$ cat src/hdl/touch_qual_pkg.sv
// Package of register map, fields and constants for touch qualification
package touch_qual_pkg;

  // ****************************************
  // Register offsets
  // ****************************************
  localparam logic [7:0] ADDR_GROUP_TOUCH_CONFIG    = 8'h2A;
  localparam logic [7:0] ADDR_PATTERN_DETECT_CONFIG = 8'h2B;
  localparam logic [7:0] ADDR_PATTERN_SELECT        = 8'h2D;
  localparam logic [7:0] ADDR_BASE_COUNT_LIMIT      = 8'h2E;

  // ****************************************
  // Reset values and write masks
  // ****************************************
  localparam logic [7:0] RST_GROUP_TOUCH_CONFIG    = 8'h80;
  localparam logic [7:0] RST_PATTERN_DETECT_CONFIG = 8'h00;
  localparam logic [7:0] RST_PATTERN_SELECT        = 8'h07;
  localparam logic [7:0] MASK_GROUP_TOUCH_CONFIG   = 8'h8C;
  localparam logic [7:0] MASK_PATTERN_CONFIG       = 8'h8F;
  localparam logic [7:0] MASK_PATTERN_SELECT       = 8'h07;

  // ****************************************
  // Field positions
  // ****************************************
  localparam int BIT_GROUP_BLOCK_ENABLE  = 7;
  localparam int LSB_TOUCH_LIMIT         = 2;
  localparam int BIT_PATTERN_ENABLE      = 7;
  localparam int LSB_PATTERN_THRESHOLD   = 2;
  localparam int BIT_PATTERN_COMPARE     = 1;
  localparam int BIT_PATTERN_ALERT       = 0;

  // ****************************************
  // Sizes and threshold scaling
  // ****************************************
  localparam int NUM_INPUTS = 3;
  localparam int CNT_W      = 8;
  localparam int TH_W       = 7;
  localparam logic [1:0] LIMIT_ONE     = 2'h0;
  localparam logic [1:0] LIMIT_TWO     = 2'h1;
  localparam logic [1:0] THR_12P5      = 2'h0;
  localparam logic [1:0] THR_25        = 2'h1;
  localparam logic [1:0] THR_37P5      = 2'h2;
  localparam logic [1:0] THR_100       = 2'h3;
  localparam int THR_EIGHTH_SHIFT = 3;
  localparam int THR_QUARTER_SHIFT = 2;

endpackage : touch_qual_pkg

$ cat src/hdl/pattern_detect.sv
// Pattern and count detector over one sensing cycle of per-input results
`timescale 1ns/1ps
module pattern_detect (
  input  wire logic [touch_qual_pkg::NUM_INPUTS-1:0]               sense_hit,
  input  wire logic [touch_qual_pkg::NUM_INPUTS-1:0]               pattern_bits,
  input  wire logic                                                compare_mode,
  output logic                                                     criterion_met
);

  // ****************************************
  // Helpers
  // ****************************************
  function automatic logic [1:0] popcount3(input logic [2:0] v);
    popcount3 = {1'b0, v[0]} + {1'b0, v[1]} + {1'b0, v[2]};
  endfunction : popcount3

  always_comb begin
    if (compare_mode) begin
      // Every pattern input must hit, other inputs may hit too; empty pattern never matches
      criterion_met = (pattern_bits != 3'h0) && ((sense_hit & pattern_bits) == pattern_bits);
    end else begin
      // Count mode; an empty pattern would trip every cycle, so it is held off
      criterion_met = (pattern_bits != 3'h0) &&
                      (popcount3(sense_hit) >= popcount3(pattern_bits));
    end
  end

endmodule : pattern_detect

$ cat src/hdl/touch_qual.sv
// Touch qualification: group touch limiting, pattern detection, base range
`timescale 1ns/1ps
module touch_qual (
  input  wire logic                                   clk_sys,
  input  wire logic                                   rst,
  // Register port
  input  wire logic [7:0]                             reg_addr,
  input  wire logic [7:0]                             reg_wdata,
  input  wire logic                                   reg_wr,
  input  wire logic                                   reg_rd,
  output logic [7:0]                                  reg_rdata,
  // Sensing cycle results
  input  wire logic                                   cycle_done,
  input  wire logic [touch_qual_pkg::NUM_INPUTS-1:0]  raw_touch,
  input  wire logic [touch_qual_pkg::NUM_INPUTS-1:0]  noise_flag,
  input  wire logic [touch_qual_pkg::NUM_INPUTS-1:0]  standby_mode,
  input  wire logic [touch_qual_pkg::CNT_W*3-1:0]     delta_count,
  input  wire logic [touch_qual_pkg::TH_W*3-1:0]      active_threshold,
  input  wire logic [touch_qual_pkg::TH_W*3-1:0]      standby_threshold,
  input  wire logic [touch_qual_pkg::NUM_INPUTS-1:0]  base_out_of_range,
  input  wire logic                                   interrupt_clear,
  // Qualified results
  output logic [touch_qual_pkg::NUM_INPUTS-1:0]       touch_flag,
  output logic                                        group_touch_status,
  output logic                                        pattern_event_status,
  output logic                                        pattern_interrupt,
  output logic                                        pattern_alert_request,
  output logic                                        base_range_fault_summary
);

  // ****************************************
  // Configuration registers and base count limit status register
  // ****************************************
  logic [7:0] group_touch_config_reg;
  logic [7:0] pattern_detect_config_reg;
  logic [7:0] pattern_select_reg;
  logic [2:0] base_count_limit_status_reg;

  logic       group_block_enable;
  logic [1:0] simultaneous_touch_limit;
  logic       pattern_detect_enable;
  logic [1:0] pattern_threshold_select;
  logic       pattern_compare_mode;
  logic       pattern_alert_enable;

  assign group_block_enable       = group_touch_config_reg[touch_qual_pkg::BIT_GROUP_BLOCK_ENABLE];
  assign simultaneous_touch_limit =
    group_touch_config_reg[touch_qual_pkg::LSB_TOUCH_LIMIT +: 2];
  assign pattern_detect_enable    = pattern_detect_config_reg[touch_qual_pkg::BIT_PATTERN_ENABLE];
  assign pattern_threshold_select =
    pattern_detect_config_reg[touch_qual_pkg::LSB_PATTERN_THRESHOLD +: 2];
  assign pattern_compare_mode     = pattern_detect_config_reg[touch_qual_pkg::BIT_PATTERN_COMPARE];
  assign pattern_alert_enable     = pattern_detect_config_reg[touch_qual_pkg::BIT_PATTERN_ALERT];

  always_ff @(posedge clk_sys) begin
    if (rst) begin
      group_touch_config_reg    <= touch_qual_pkg::RST_GROUP_TOUCH_CONFIG;
      pattern_detect_config_reg <= touch_qual_pkg::RST_PATTERN_DETECT_CONFIG;
      pattern_select_reg        <= touch_qual_pkg::RST_PATTERN_SELECT;
    end else if (reg_wr) begin
      unique case (reg_addr)
        touch_qual_pkg::ADDR_GROUP_TOUCH_CONFIG: begin
          group_touch_config_reg <= reg_wdata & touch_qual_pkg::MASK_GROUP_TOUCH_CONFIG;
        end
        touch_qual_pkg::ADDR_PATTERN_DETECT_CONFIG: begin
          pattern_detect_config_reg <= reg_wdata & touch_qual_pkg::MASK_PATTERN_CONFIG;
        end
        touch_qual_pkg::ADDR_PATTERN_SELECT: begin
          pattern_select_reg <= reg_wdata & touch_qual_pkg::MASK_PATTERN_SELECT;
        end
        default: begin
        end
      endcase
    end
  end

  // ****************************************
  // Read path
  // ****************************************
  always_ff @(posedge clk_sys) begin
    if (rst) begin
      reg_rdata <= 8'h00;
    end else if (reg_rd) begin
      unique case (reg_addr)
        touch_qual_pkg::ADDR_GROUP_TOUCH_CONFIG:    reg_rdata <= group_touch_config_reg;
        touch_qual_pkg::ADDR_PATTERN_DETECT_CONFIG: reg_rdata <= pattern_detect_config_reg;
        touch_qual_pkg::ADDR_PATTERN_SELECT:        reg_rdata <= pattern_select_reg;
        touch_qual_pkg::ADDR_BASE_COUNT_LIMIT: begin
          reg_rdata <= {5'h00, base_count_limit_status_reg};
        end
        default:                                    reg_rdata <= 8'h00;
      endcase
    end
  end

  // ****************************************
  // Base count range
  // ****************************************
  always_ff @(posedge clk_sys) begin
    if (rst) begin
      base_count_limit_status_reg <= 3'h0;
      base_range_fault_summary    <= 1'b0;
    end else begin
      base_count_limit_status_reg <= base_out_of_range;
      base_range_fault_summary    <= |base_out_of_range;
    end
  end

  // ****************************************
  // Pattern threshold and hits
  // ****************************************
  function automatic logic [touch_qual_pkg::TH_W-1:0] scale_threshold(
    input logic [touch_qual_pkg::TH_W-1:0] th,
    input logic [1:0]                      sel
  );
    logic [touch_qual_pkg::TH_W-1:0] eighth;
    logic [touch_qual_pkg::TH_W-1:0] quarter;
    eighth  = th >> touch_qual_pkg::THR_EIGHTH_SHIFT;
    quarter = th >> touch_qual_pkg::THR_QUARTER_SHIFT;
    unique case (sel)
      touch_qual_pkg::THR_12P5: scale_threshold = eighth;
      touch_qual_pkg::THR_25:   scale_threshold = quarter;
      touch_qual_pkg::THR_37P5: scale_threshold = quarter + eighth;
      touch_qual_pkg::THR_100:  scale_threshold = th;
    endcase
  endfunction : scale_threshold

  logic [touch_qual_pkg::NUM_INPUTS-1:0] sense_hit;
  logic                                  criterion_met;

  always_comb begin
    for (int i = 0; i < touch_qual_pkg::NUM_INPUTS; i++) begin
      // Standby inputs compare against the standby threshold
      sense_hit[i] = noise_flag[i] ||
        ({1'b0, delta_count[i*touch_qual_pkg::CNT_W +: touch_qual_pkg::CNT_W]} >
         {2'b00, scale_threshold(standby_mode[i] ?
            standby_threshold[i*touch_qual_pkg::TH_W +: touch_qual_pkg::TH_W] :
            active_threshold[i*touch_qual_pkg::TH_W +: touch_qual_pkg::TH_W],
            pattern_threshold_select)});
    end
  end

  pattern_detect u_pattern_detect (
    .sense_hit     (sense_hit),
    .pattern_bits  (pattern_select_reg[touch_qual_pkg::NUM_INPUTS-1:0]),
    .compare_mode  (pattern_compare_mode),
    .criterion_met (criterion_met)
  );

  // ****************************************
  // Pattern blocking and status
  // ****************************************
  logic pattern_block_reg;

  always_ff @(posedge clk_sys) begin
    if (rst) begin
      pattern_block_reg <= 1'b0;
    end else if (!pattern_detect_enable) begin
      pattern_block_reg <= 1'b0;
    end else if (cycle_done) begin
      // Fresh decision each cycle, nothing accumulates
      pattern_block_reg <= criterion_met;
    end
  end

  logic pattern_event;
  assign pattern_event = pattern_detect_enable && cycle_done && criterion_met && !pattern_block_reg;

  always_ff @(posedge clk_sys) begin
    if (rst) begin
      pattern_event_status  <= 1'b0;
      pattern_interrupt     <= 1'b0;
      pattern_alert_request <= 1'b0;
    end else begin
      pattern_interrupt     <= pattern_event;
      pattern_alert_request <= pattern_event && pattern_alert_enable;
      // Set wins over clear; clear only after condition gone
      if (pattern_event) begin
        pattern_event_status <= 1'b1;
      end else if (interrupt_clear && !pattern_block_reg) begin
        pattern_event_status <= 1'b0;
      end
    end
  end

  // ****************************************
  // Group touch limiting
  // ****************************************
  function automatic logic [1:0] limit_count(input logic [1:0] field);
    unique case (field)
      touch_qual_pkg::LIMIT_ONE: limit_count = 2'd1;
      touch_qual_pkg::LIMIT_TWO: limit_count = 2'd2;
      default:                   limit_count = 2'd3;
    endcase
  endfunction : limit_count

  logic [touch_qual_pkg::NUM_INPUTS-1:0] accepted_reg;
  logic [touch_qual_pkg::NUM_INPUTS-1:0] accepted_next;
  logic                                  over_limit;

  always_comb begin
    logic       released;
    logic [1:0] slots;
    released      = |(accepted_reg & ~raw_touch);
    accepted_next = accepted_reg;
    over_limit    = 1'b0;
    slots         = limit_count(simultaneous_touch_limit);
    // A lowered limit also forces a fresh pick, so no stale set stays over it
    if (released || accepted_reg == 3'h0 || $countones(accepted_reg) > int'(slots)) begin
      // Reselect from scratch in input order
      accepted_next = 3'h0;
      for (int i = 0; i < touch_qual_pkg::NUM_INPUTS; i++) begin
        if (raw_touch[i]) begin
          if (slots != 2'd0) begin
            accepted_next[i] = 1'b1;
            slots            = slots - 2'd1;
          end else begin
            over_limit = 1'b1;
          end
        end
      end
    end else begin
      // Keep latched set; newcomers are blocked
      over_limit = |(raw_touch & ~accepted_reg);
    end
  end

  always_ff @(posedge clk_sys) begin
    if (rst) begin
      accepted_reg       <= 3'h0;
      group_touch_status <= 1'b0;
      touch_flag         <= 3'h0;
    end else if (cycle_done) begin
      accepted_reg <= accepted_next;
      if (pattern_detect_enable && criterion_met) begin
        touch_flag         <= 3'h0;
        group_touch_status <= 1'b0;
      end else if (!group_block_enable) begin
        touch_flag         <= raw_touch;
        group_touch_status <= 1'b0;
      end else begin
        touch_flag         <= accepted_next;
        group_touch_status <= over_limit;
      end
    end
  end
endmodule : touch_qual

$ cat config.mk
export PLATFORM = sky130hd
export DESIGN_NAME = touch_qual
export DESIGN_NICKNAME = d
export VERILOG_FILES = /design/src/hdl/touch_qual_pkg.sv /design/src/hdl/pattern_detect.sv /design/src/hdl/touch_qual.sv
export SDC_FILE = /design/constraint.sdc
export NUM_CORES = 1
export LEC_CHECK = 0
export BUFFER_PORTS_ARGS = -buffer_cell sky130_fd_sc_hd__clkbuf_2
export CORE_AREA = 4 4 96 98
export DETAILED_ROUTE_END_ITERATION = 8
export DIE_AREA = 0 0 100 102
export PLACE_DENSITY = 0.78
export SKIP_CTS_REPAIR_TIMING = 1
export SYNTH_ARGS = -nofsm -noshare
export SYNTH_HDL_FRONTEND = slang
export SYNTH_SLANG_ARGS = --single-unit
$ cat constraint.sdc
create_clock -name clk_sys -period 8.4 [get_ports clk_sys]
set_input_delay 1.68 -clock clk_sys [delete_from_list [all_inputs] [get_ports clk_sys]]
set_output_delay 1.68 -clock clk_sys [all_outputs]
set_load 0.01 [all_outputs]
Word level (Yosys, flattened, before mapping):

Cells that the tools add are included.

* register bits after elaboration: 34
* input port bits: 100
* output and inout port bits: 16
* word-level logic and storage cells: 108

* add/sub/neg operators: 11
* order comparisons: 5
* equal/unequal tests: 9
* multiplexer cells: 35
* bitwise logic cells: 6
* reduce and logical (&&, ||, !) cells: 29

Operator list (number)
* case mux 7 bit (4 select lines): 3
* equality test 8 x 6 -> 1 bit, second input constant: 4
* case mux 8 bit (4 select lines): 1
* > comparator 8 x 7 -> 1 bit: 3
* 2-to-1 mux 7 bit: 3
* adder 5 x 4 -> 6 bit: 3
* 2-to-1 mux 1 bit: 18
* 2-to-1 mux 2 bit: 6
* bitwise AND 3 bit: 3
* 2-to-1 mux 3 bit: 3
* OR reduction 3 bit: 3
* logical AND 1 bit: 8
* nonzero test 2 bit: 4
* adder 1 x 1 -> 2 bit: 3
* NOT 3 bit: 2
* AND reduction 2 bit: 3
* logical OR 1 bit: 5
* adder 2 x 1 -> 2 bit: 2
* equality test 2 x 1 -> 1 bit, second input constant: 2
* equality test 2 bit, second input constant: 2
* logical NOT 2 bit: 2
* case mux 2 bit (2 select lines): 1
* subtractor 2 x 1 -> 2 bit, second input constant: 2
* adder 2 x 1 -> 3 bit: 1
* other kinds (8): 8

Logic depth before layout (Yosys ltp):

Gate-level depths: netlist of the first run.

* depth after elaboration: 16
* gate-level depth with buffers: 24
* depth with buffers taken out: 23

Modules after synthesis:

A second synthesis of the first run with hierarchy kept.

* cell total of the unflattened synthesis: 381
* area total of the unflattened synthesis: 3283.1 um^2

By module, submodules not included
* touch_qual: instances 1, cells an instance 365, area each 3150.5 um^2, sequential area each 620.6 um^2
* pattern_detect: instances 1, cells an instance 16, area each 132.6 um^2, sequential area each 0.0 um^2

Worst setup path before layout of the first run:

No wires, ideal clock.

* path type: input to register
* from: input port standby_mode[0] in the netlist's numbering
* to: register group_touch_status
* setup time: 0.084 ns
* data arrival time: 6.555 ns
* data required time: 8.316 ns
* slack: 1.760 ns
* stages: 24
* path buffers: 1
* path through: clkbuf_1 > mux2_2 > ha_1 > fa_1 > a21oi_1 > nor2_1 > nor2_1 > xnor2_1 > a22oi_1 > ha_1 > and4_1 > a2111oi_4 > o21ai_2 > o21ai_0 > nand2b_1 > fa_1 > inv_1 > ha_1 > nand2b_1 > a21oi_1 > o31ai_1 > or4bb_1 > o211a_1 > o31ai_2

* word-level cells in the longest chain between the ends: 12
* elaborated cells on any way between the ends: 15
* classes of those cells: 3 x add/sub; 2 x order compare; 1 x eq/ne; 4 x mux; 1 x bitwise; 4 x reduce/logical

RTL lines
* start: declaration: line touch_qual.sv:16 `input wire logic [touch_qual_pkg::NUM_INPUTS-1:0] standby_mode,`
* 2-to-1 mux 7 bit *: line touch_qual.sv:136 `{2'b00, scale_threshold(standby_mode[i] ?`
* adder 5 x 4 -> 6 bit: line touch_qual.sv:123 `touch_qual_pkg::THR_37P5: scale_threshold = quarter + eighth;`
* case mux 7 bit (4 select lines) *: line touch_qual.sv:120 `unique case (sel)`
* > comparator 8 x 7 -> 1 bit *: line touch_qual.sv:135 `({1'b0, delta_count[i*touch_qual_pkg::CNT_W +: touch_qual_pkg::CNT_W]} >`
* logical OR 1 bit *: line touch_qual.sv:134 `sense_hit[i] = noise_flag[i] ||`
* adder 1 x 1 -> 2 bit: line pattern_detect.sv:14 `popcount3 = {1'b0, v[0]} + {1'b0, v[1]} + {1'b0, v[2]};`
* adder 2 x 1 -> 2 bit: line pattern_detect.sv:14
* greater-or-equal comparator 2 bit: line pattern_detect.sv:24 `(popcount3(sense_hit) >= popcount3(pattern_bits));`
* logical AND 1 bit: line pattern_detect.sv:23 `criterion_met = (pattern_bits != 3'h0) &&`
* 2-to-1 mux 1 bit *: line pattern_detect.sv:18 `if (compare_mode) begin`
* logical AND 1 bit *: line touch_qual.sv:235 `if (pattern_detect_enable && criterion_met) begin`
* 2-to-1 mux 1 bit *: line touch_qual.sv:235
* end signal: assignment: line touch_qual.sv:243 `group_touch_status <= over_limit;`
* end: declaration: line touch_qual.sv:24 `output logic group_touch_status,`

Every way passes the cells marked *; elsewhere a longest branch is shown, timed or not.
A chain may end at the register's enable or synchronous reset.

Worst setup path in the final report of the first run:

* from: input port standby_mode[0] in the netlist's numbering
* to: register touch_flag[1] in the netlist's numbering

* word-level cells in the longest chain between the ends: 12
* elaborated cells on any way between the ends: 15
* classes of those cells: 3 x add/sub; 2 x order compare; 1 x eq/ne; 4 x mux; 1 x bitwise; 4 x reduce/logical

RTL lines
* 2-to-1 mux 7 bit *: line touch_qual.sv:136
* adder 5 x 4 -> 6 bit: line touch_qual.sv:123
* case mux 7 bit (4 select lines) *: line touch_qual.sv:120
* > comparator 8 x 7 -> 1 bit *: line touch_qual.sv:135
* logical OR 1 bit *: line touch_qual.sv:134
* adder 1 x 1 -> 2 bit: line pattern_detect.sv:14
* adder 2 x 1 -> 2 bit: line pattern_detect.sv:14
* greater-or-equal comparator 2 bit: line pattern_detect.sv:24
* logical AND 1 bit: line pattern_detect.sv:23
* 2-to-1 mux 1 bit *: line pattern_detect.sv:18
* logical AND 1 bit *: line touch_qual.sv:235
* 2-to-1 mux 3 bit *: line touch_qual.sv:235
* end signal: assignment: line touch_qual.sv:239 `touch_flag <= raw_touch;`
* end signal: assignment: line touch_qual.sv:242 `touch_flag <= accepted_next;`
* end: declaration: line touch_qual.sv:23 `output logic [touch_qual_pkg::NUM_INPUTS-1:0] touch_flag,`

Marks and branches as above.

==> metrics.txt, run 1 <==
Mean Syn Cell Area 8.32 sq um; largest net degree at the start of global routing 29; Hold Startpoint touch_flag[0]; portion of netlist area occupied by mux cells 11.9%; Ys Warns 0; PortBufs 109; Rel. slew slack 14.5%; vias post-DR 3,294; vias per cell 5.42; Die X 100 um; ANT cells 0; dominant synthesized flop cell dfxtp_1; wire length on met1 3.46 mm; largest cells by area after synthesis dfxtp_1 19%, ha_1 15%, a21oi_1 6.4%; clk_lat worst skew 0.28 ns; Top Family by Delay on Critical Path adder cells; number of slew-limit violations in the final report 0; GP Congestion 0.831; Max VDD drop 0.0759 mV; final hold vios 0; Critical Path RT 8.60 ns; Buf/Inv on CP 2; DRC 0; non-filler cells, final 608; Peak Freq 0.150 GHz; Top Layer Used met4; Clock transition at path regs 0.06 ns; largest family of logic cells by synthesized area compound AO/OA/AOI/OAI gates; post-synthesis sequential area ratio 18.8%; Initial Util 39.1%; number of global-route vias before repair 3,267; unique cell type count in the Yosys netlist 62; Netlist Area Pre-Place 3310 sq um; RSZ-0062 raised after global routing false; P_leak 0.00188 uW; Clock Tree Buf Depth 2; DRT antenna net count 0; die area 10,200 sq um; area delta synth->final 21.7%; CP most frequent cell ha_1; I/O pins 116; WP data arrival 6.87 ns; first-pass GRT wire length 14.1 mm; TritonCTS clock tree yes; crit start category input port; share of cells above drive strength 1 29.8%; critical-path cell list clkbuf_2 -> mux2_2 -> ha_1 -> fa_1 -> a21oi_1 -> nor2_1 -> nor2_1 -> xnor2_1 -> a22oi_1 -> ha_1 -> and4_1 -> a2111oi_4 -> o21ai_2 -> o21ai_0 -> nand2b_1 -> fa_1 -> inv_1 -> ha_1 -> nand2b_1 -> a21oi_1 -> o31ai_1 -> or4bb_1 -> o211a_1 -> o31ai_2; slowest cell on the critical path fa_1; drt pass-1 iters 5; fin worst setup slack 1.73 ns; Synth top area share 18.8%; Worst Hold End touch_flag[0]; All-Layer GR Usage 16.7%; DP Worst Slack 1.41 ns; Seq cells post-synth 31; nets@finish 645; TritonCTS buffer count 5; simple-gate share of the synthesized area 19.9%; worst-margin pin slew 1.28 ns; crit share post-route 79.4%; Synth Area in XOR/XNOR 2.38%; met3 wire length 609 um; routed length on met2 4.21 mm; Synth area leader dfxtp_1; number of flops mapped to enable cells by yosys 0; DIE HEIGHT 102 um; reg2reg end touch_flag[1]; hold path cells 2; Tightest Hold Check Type register to register; compound-cell area share of the yosys netlist 22.4%; r2r startpoint pattern_detect_config_reg[3]; Crit Path Class input port to register; Syn Inst Count 398; Cell Pwr Density 109 nW/um^2; status complete, no violations; Worst setup EP type register; worst reg-to-reg path cell count 17; # rows 34; Critical Path Stages 24; DP HPWL 6.99 mm; placed insts 600; max cap viols 0; Iteration-0 DRC Markers 113; # setup viols final 0; H-tree depth 2; WL/cell 13.8 um; initial antenna violation count 0; CORE AREA 8470 sq um; asr flop ratio synth 0%; Worst path max stage delay 0.50 ns; Tmin final 6.67 ns; clock sink count 31; Clock Skew 0.00727 ns; synthesized-area fraction occupied by adder cells 18.8%; setup TNS 0 ns; fill count 852; CP Max Fanout 7; clock root buffer clkbuf_8; Worst R2R Setup Slack 3.03 ns; final WL 8.39 mm; GR Overflow Total 0
[synthesized netlist by cell type (4+ instances only)]
master	count
a21oi_1	42
ha_1	40
nor2_1	33
dfxtp_1	31
inv_1	31
nand2_1	26
nand3_1	21
mux2_2	16
nor2b_1	16
clkbuf_1	12
xnor2_1	9
a211oi_1	8
mux2i_1	8
a21o_1	7
fa_1	6
mux4_2	6
nand2b_1	6
o21ai_0	5
nand4_1	4
o211ai_1	4
[layout by cell type (no fill, tap or decap), types with 7 or more instances in the layout]
cell	n
nand2_1	26
xnor2_1	9
mux2_2	16
mux2i_1	8
nor2_1	33
dfxtp_1	31
a21oi_1	42
clkbuf_8	7
nand3_1	21
clkbuf_2	109
inv_1	31
nor2b_1	16
a211oi_1	8
ha_1	40
a21o_1	7
[layer usage]
layer / vias to the layer above / GRT usage, %
li1: 1652 / -
met1: 1530 / 18.9
met2: 102 / 31.8
met3: 10 / 3.75
met4: 0 / 4.25
met5: - / 0
[cells by family (layout without fill, tap and decap cells)]
| family | Yosys count | in the layout |
|---|---|---|
| AOI/OAI and AO/OA | 104 | 104 |
| other | 1 | 3 |
| xor gates and xnor gates | 9 | 9 |
| buffers and inverters | 48 | 148 |
| DFF | 31 | 31 |
| and+or+nand+nor | 129 | 129 |
| adders and majority gates | 46 | 46 |
| muxes | 30 | 30 |
[cell type report]
class | count | area [sq um] | area share, %
tap | 108 | 135 | 3.36
inverter | 31 | 116 | 2.89
clock buffer | 7 | 96.3 | 2.39
clock inverter | 1 | 7.51 | 0.186
multi-input combinational | 321 | 2500 | 62.2
timing repair buffer | 109 | 546 | 13.5
sequential | 31 | 621 | 15.4
[through the flow]
step | hold WS, ns | total power (uW) | cell area, sq um | utilization (%)
finish | 0.463 | 437 | 4030 | 47.6
global route | 0.480 | 470 | 4030 | 47.6
CTS | 0.464 | 442 | 4030 | 47.6
detailed placement | 0.453 | 311 | 3920 | 46.3
global placement | 0.443 | 304 | 3920 | 46.3
floorplan | 0.444 | 264 | 3320 | -
[report_power, final]
| part | internal (uW) | total (uW) | switching (uW) |
|---|---|---|---|
| sequential | 151 | 154 | 3.20 |
| combinational | 75.9 | 153 | 77.2 |
| clock | 74.4 | 130 | 55.4 |
[worst register-to-register path, stage by stage, from the launching register on]
cell	delay (ns)
dfxtp_1	0.88
inv_1	0.53
nor2_1	0.39
a22oi_1	0.13
ha_1	0.35
and4_1	0.20
a2111oi_2	0.39
o21a_1	0.17
o21bai_1	0.08
fa_1	0.48
inv_1	0.04
ha_1	0.27
nand2b_1	0.14
a21oi_1	0.19
o31ai_1	0.11
or4bb_1	0.48
o211a_1	0.20
o31ai_2	0.22
[worst max path at each step]
stage / from / to / slack [ns]
after floorplan: standby_mode[0] / group_touch_status / 1.76
after global routing: standby_mode[2] / group_touch_status / 1.31
after global placement: standby_mode[0] / touch_flag[1] / 1.53
after CTS: standby_mode[0] / touch_flag[1] / 1.69
after detailed placement: standby_mode[0] / touch_flag[1] / 1.41
final: standby_mode[0] / touch_flag[1] / 1.73
Power figures use the tool's default switching activity.
==> inputs of run 2 (changes only) <==
==> constraint.sdc (replaced) <==
create_clock -name clk_sys -period 6.4 [get_ports clk_sys]
set_input_delay 1.28 -clock clk_sys [delete_from_list [all_inputs] [get_ports clk_sys]]
set_output_delay 1.28 -clock clk_sys [all_outputs]
set_load 0.01 [all_outputs]
==> metrics.txt, run 2 (synthesized netlist as in run 1, its figures left out) <==
critical-path cell list buf_2 -> mux2_4 -> ha_1 -> fa_1 -> a21oi_1 -> nor2_1 -> nor2_1 -> xnor2_1 -> a22oi_1 -> ha_1 -> and4_1 -> a2111oi_4 -> o21ai_2 -> o21ai_0 -> nand2b_1 -> fa_1 -> inv_1 -> ha_1 -> nand2b_1 -> a21oi_2 -> o31ai_2 -> or4bb_1 -> o211a_4 -> o31ai_2; commonest non-fill, non-tap cell in the layout clkbuf_2; Clock Skew 0.00984 ns; Peak Freq 0.163 GHz; Tightest Hold Check Type register to register; final hold vios 0; DP HPWL 7.03 mm; TritonCTS clock tree yes; nets@finish 651; fill count 824; CP Capture Point touch_flag[1]; share of cells above drive strength 1 32.0%; DIE HEIGHT 102 um; Worst path max stage delay 0.55 ns; area delta synth->final 24.6%; CP most frequent cell ha_1; clock root buffer clkbuf_8; first-pass GRT wire length 14.0 mm; RSZ-0062 raised after global routing false; Rel. slew slack 17.6%; final core occ 48.7%; Buf/Inv on CP 2; largest net degree at the start of global routing 29; area of the multi-input gates 2560 sq um; most frequent cells in the layout 107 x clkbuf_2, 40 x ha_1, 39 x a21oi_1, 33 x nor2_1; Register Area 621 sq um; # rows 34; I/O pins 116; DRC 0; Die X 100 um; Critical Path RT 6.60 ns; final WL 8.35 mm; Tmin final 6.13 ns; r2r startpoint pattern_detect_config_reg[2]; CP Max Fanout 5; crit start category input port; max cap viols 0; Critical Path Source standby_mode[0]; worst-margin pin slew 1.23 ns; H-tree depth 2; WL/cell 13.6 um; Crit Path Class input port to register; Iteration-0 DRC Markers 117; Worst R2R Setup Slack 1.30 ns; WP data arrival 6.33 ns; GR Overflow Total 0; Clock transition at path regs 0.06 ns; Min Hold Slack 0.454 ns; ANT cells 0; All-Layer GR Usage 16.6%; vias per cell 5.39; die area 10,200 sq um; DRT antenna net count 0; drt pass-1 iters 4; CORE AREA 8470 sq um; reg2reg end touch_flag[1]; Worst setup EP type register; initial antenna violation count 0; clk_lat worst skew 0.28 ns; TritonCTS buffer count 5; worst reg-to-reg path cell count 18; # setup viols final 0; status complete, no violations; clock sink count 31; vias post-DR 3,310; PortBufs 109; setup TNS 0 ns; number of slew-limit violations in the final report 0; slowest cell on the critical path or4bb_1; Clock Tree Buf Depth 2; Initial Util 39.1%; number of global-route vias before repair 3,322; GP Congestion 0.834; Cell Pwr Density 141 nW/um^2; P_leak 0.00192 uW; crit share post-route 95.8%; Critical Path Stages 24; Top Family by Delay on Critical Path adder cells; Max VDD drop 0.137 mV
-- run 2: cell types whose count changed in the layout (fill, tap and decap cells not counted), sizes merged --
cell    before  now
buf          0    8
clkbuf     116  114
-- run 2: through the flow --
| step | std cells | setup WS (ns) | area (sq um) | total power, uW |
|---|---|---|---|---|
| after global placement | 606 | 0.0190 | 3970 | 403 |
| after CTS | 614 | 0.162 | 4070 | 581 |
| after detailed placement | 606 | -0.129 | 3970 | 411 |
| after floorplan | 400 | 0.160 | 3320 | 346 |
| after global routing | 614 | 0.00518 | 4120 | 623 |
| final | 614 | 0.268 | 4120 | 582 |
-- run 2: layer usage --
metal | vias to the layer above | GRT usage, % | part of all wire (%)
met2 | 118 | 30.8 | 50
met5 | - | 0 | 0
met1 | 1513 | 19.1 | 41
li1 | 1668 | - | -
met3 | 11 | 3.89 | 7.3
met4 | 0 | 4.35 | 1.4
-- run 2: how the worst min path moves through the flow --
stage                                 start                            to  slack, ns  depth (start not counted)
3_3_place_gp                  touch_flag[0]                 touch_flag[0]       0.44                          2
2_1_floorplan  pattern_detect_config_reg[0]  pattern_detect_config_reg[0]       0.44                          2
4_1_cts                       touch_flag[0]                 touch_flag[0]       0.46                          2
3_5_place_dp                  touch_flag[0]                 touch_flag[0]       0.45                          2
5_1_grt                       touch_flag[0]                 touch_flag[0]       0.49                          2
6_report                      touch_flag[0]                 touch_flag[0]       0.45                          2
-- run 2: power by group --
part | total [uW] | switching (uW) | leakage, uW | internal [uW]
logic | 210 | 105 | 0.00161 | 105
registers | 203 | 4.17 | 0.000252 | 199
clock network | 169 | 71.3 | 0.0000505 | 97.7
-- run 2: cell type report --
type / instances / area share, %
inverters: 31 / 2.82
repair buffers: 115 / 14.3
clock buffers: 7 / 2.34
flip-flops and latches: 31 / 15.1
well taps: 108 / 3.28
multi-input cells: 321 / 62.0
clock inverters: 1 / 0.182
-- run 2: tightest hold or removal path, delay by kind of cell, from the launching register on --
kind	cells	cell delay, ns
and+or+nand+nor	1	0.05
DFF	1	0.31
AOI/OAI and AO/OA	1	0.05
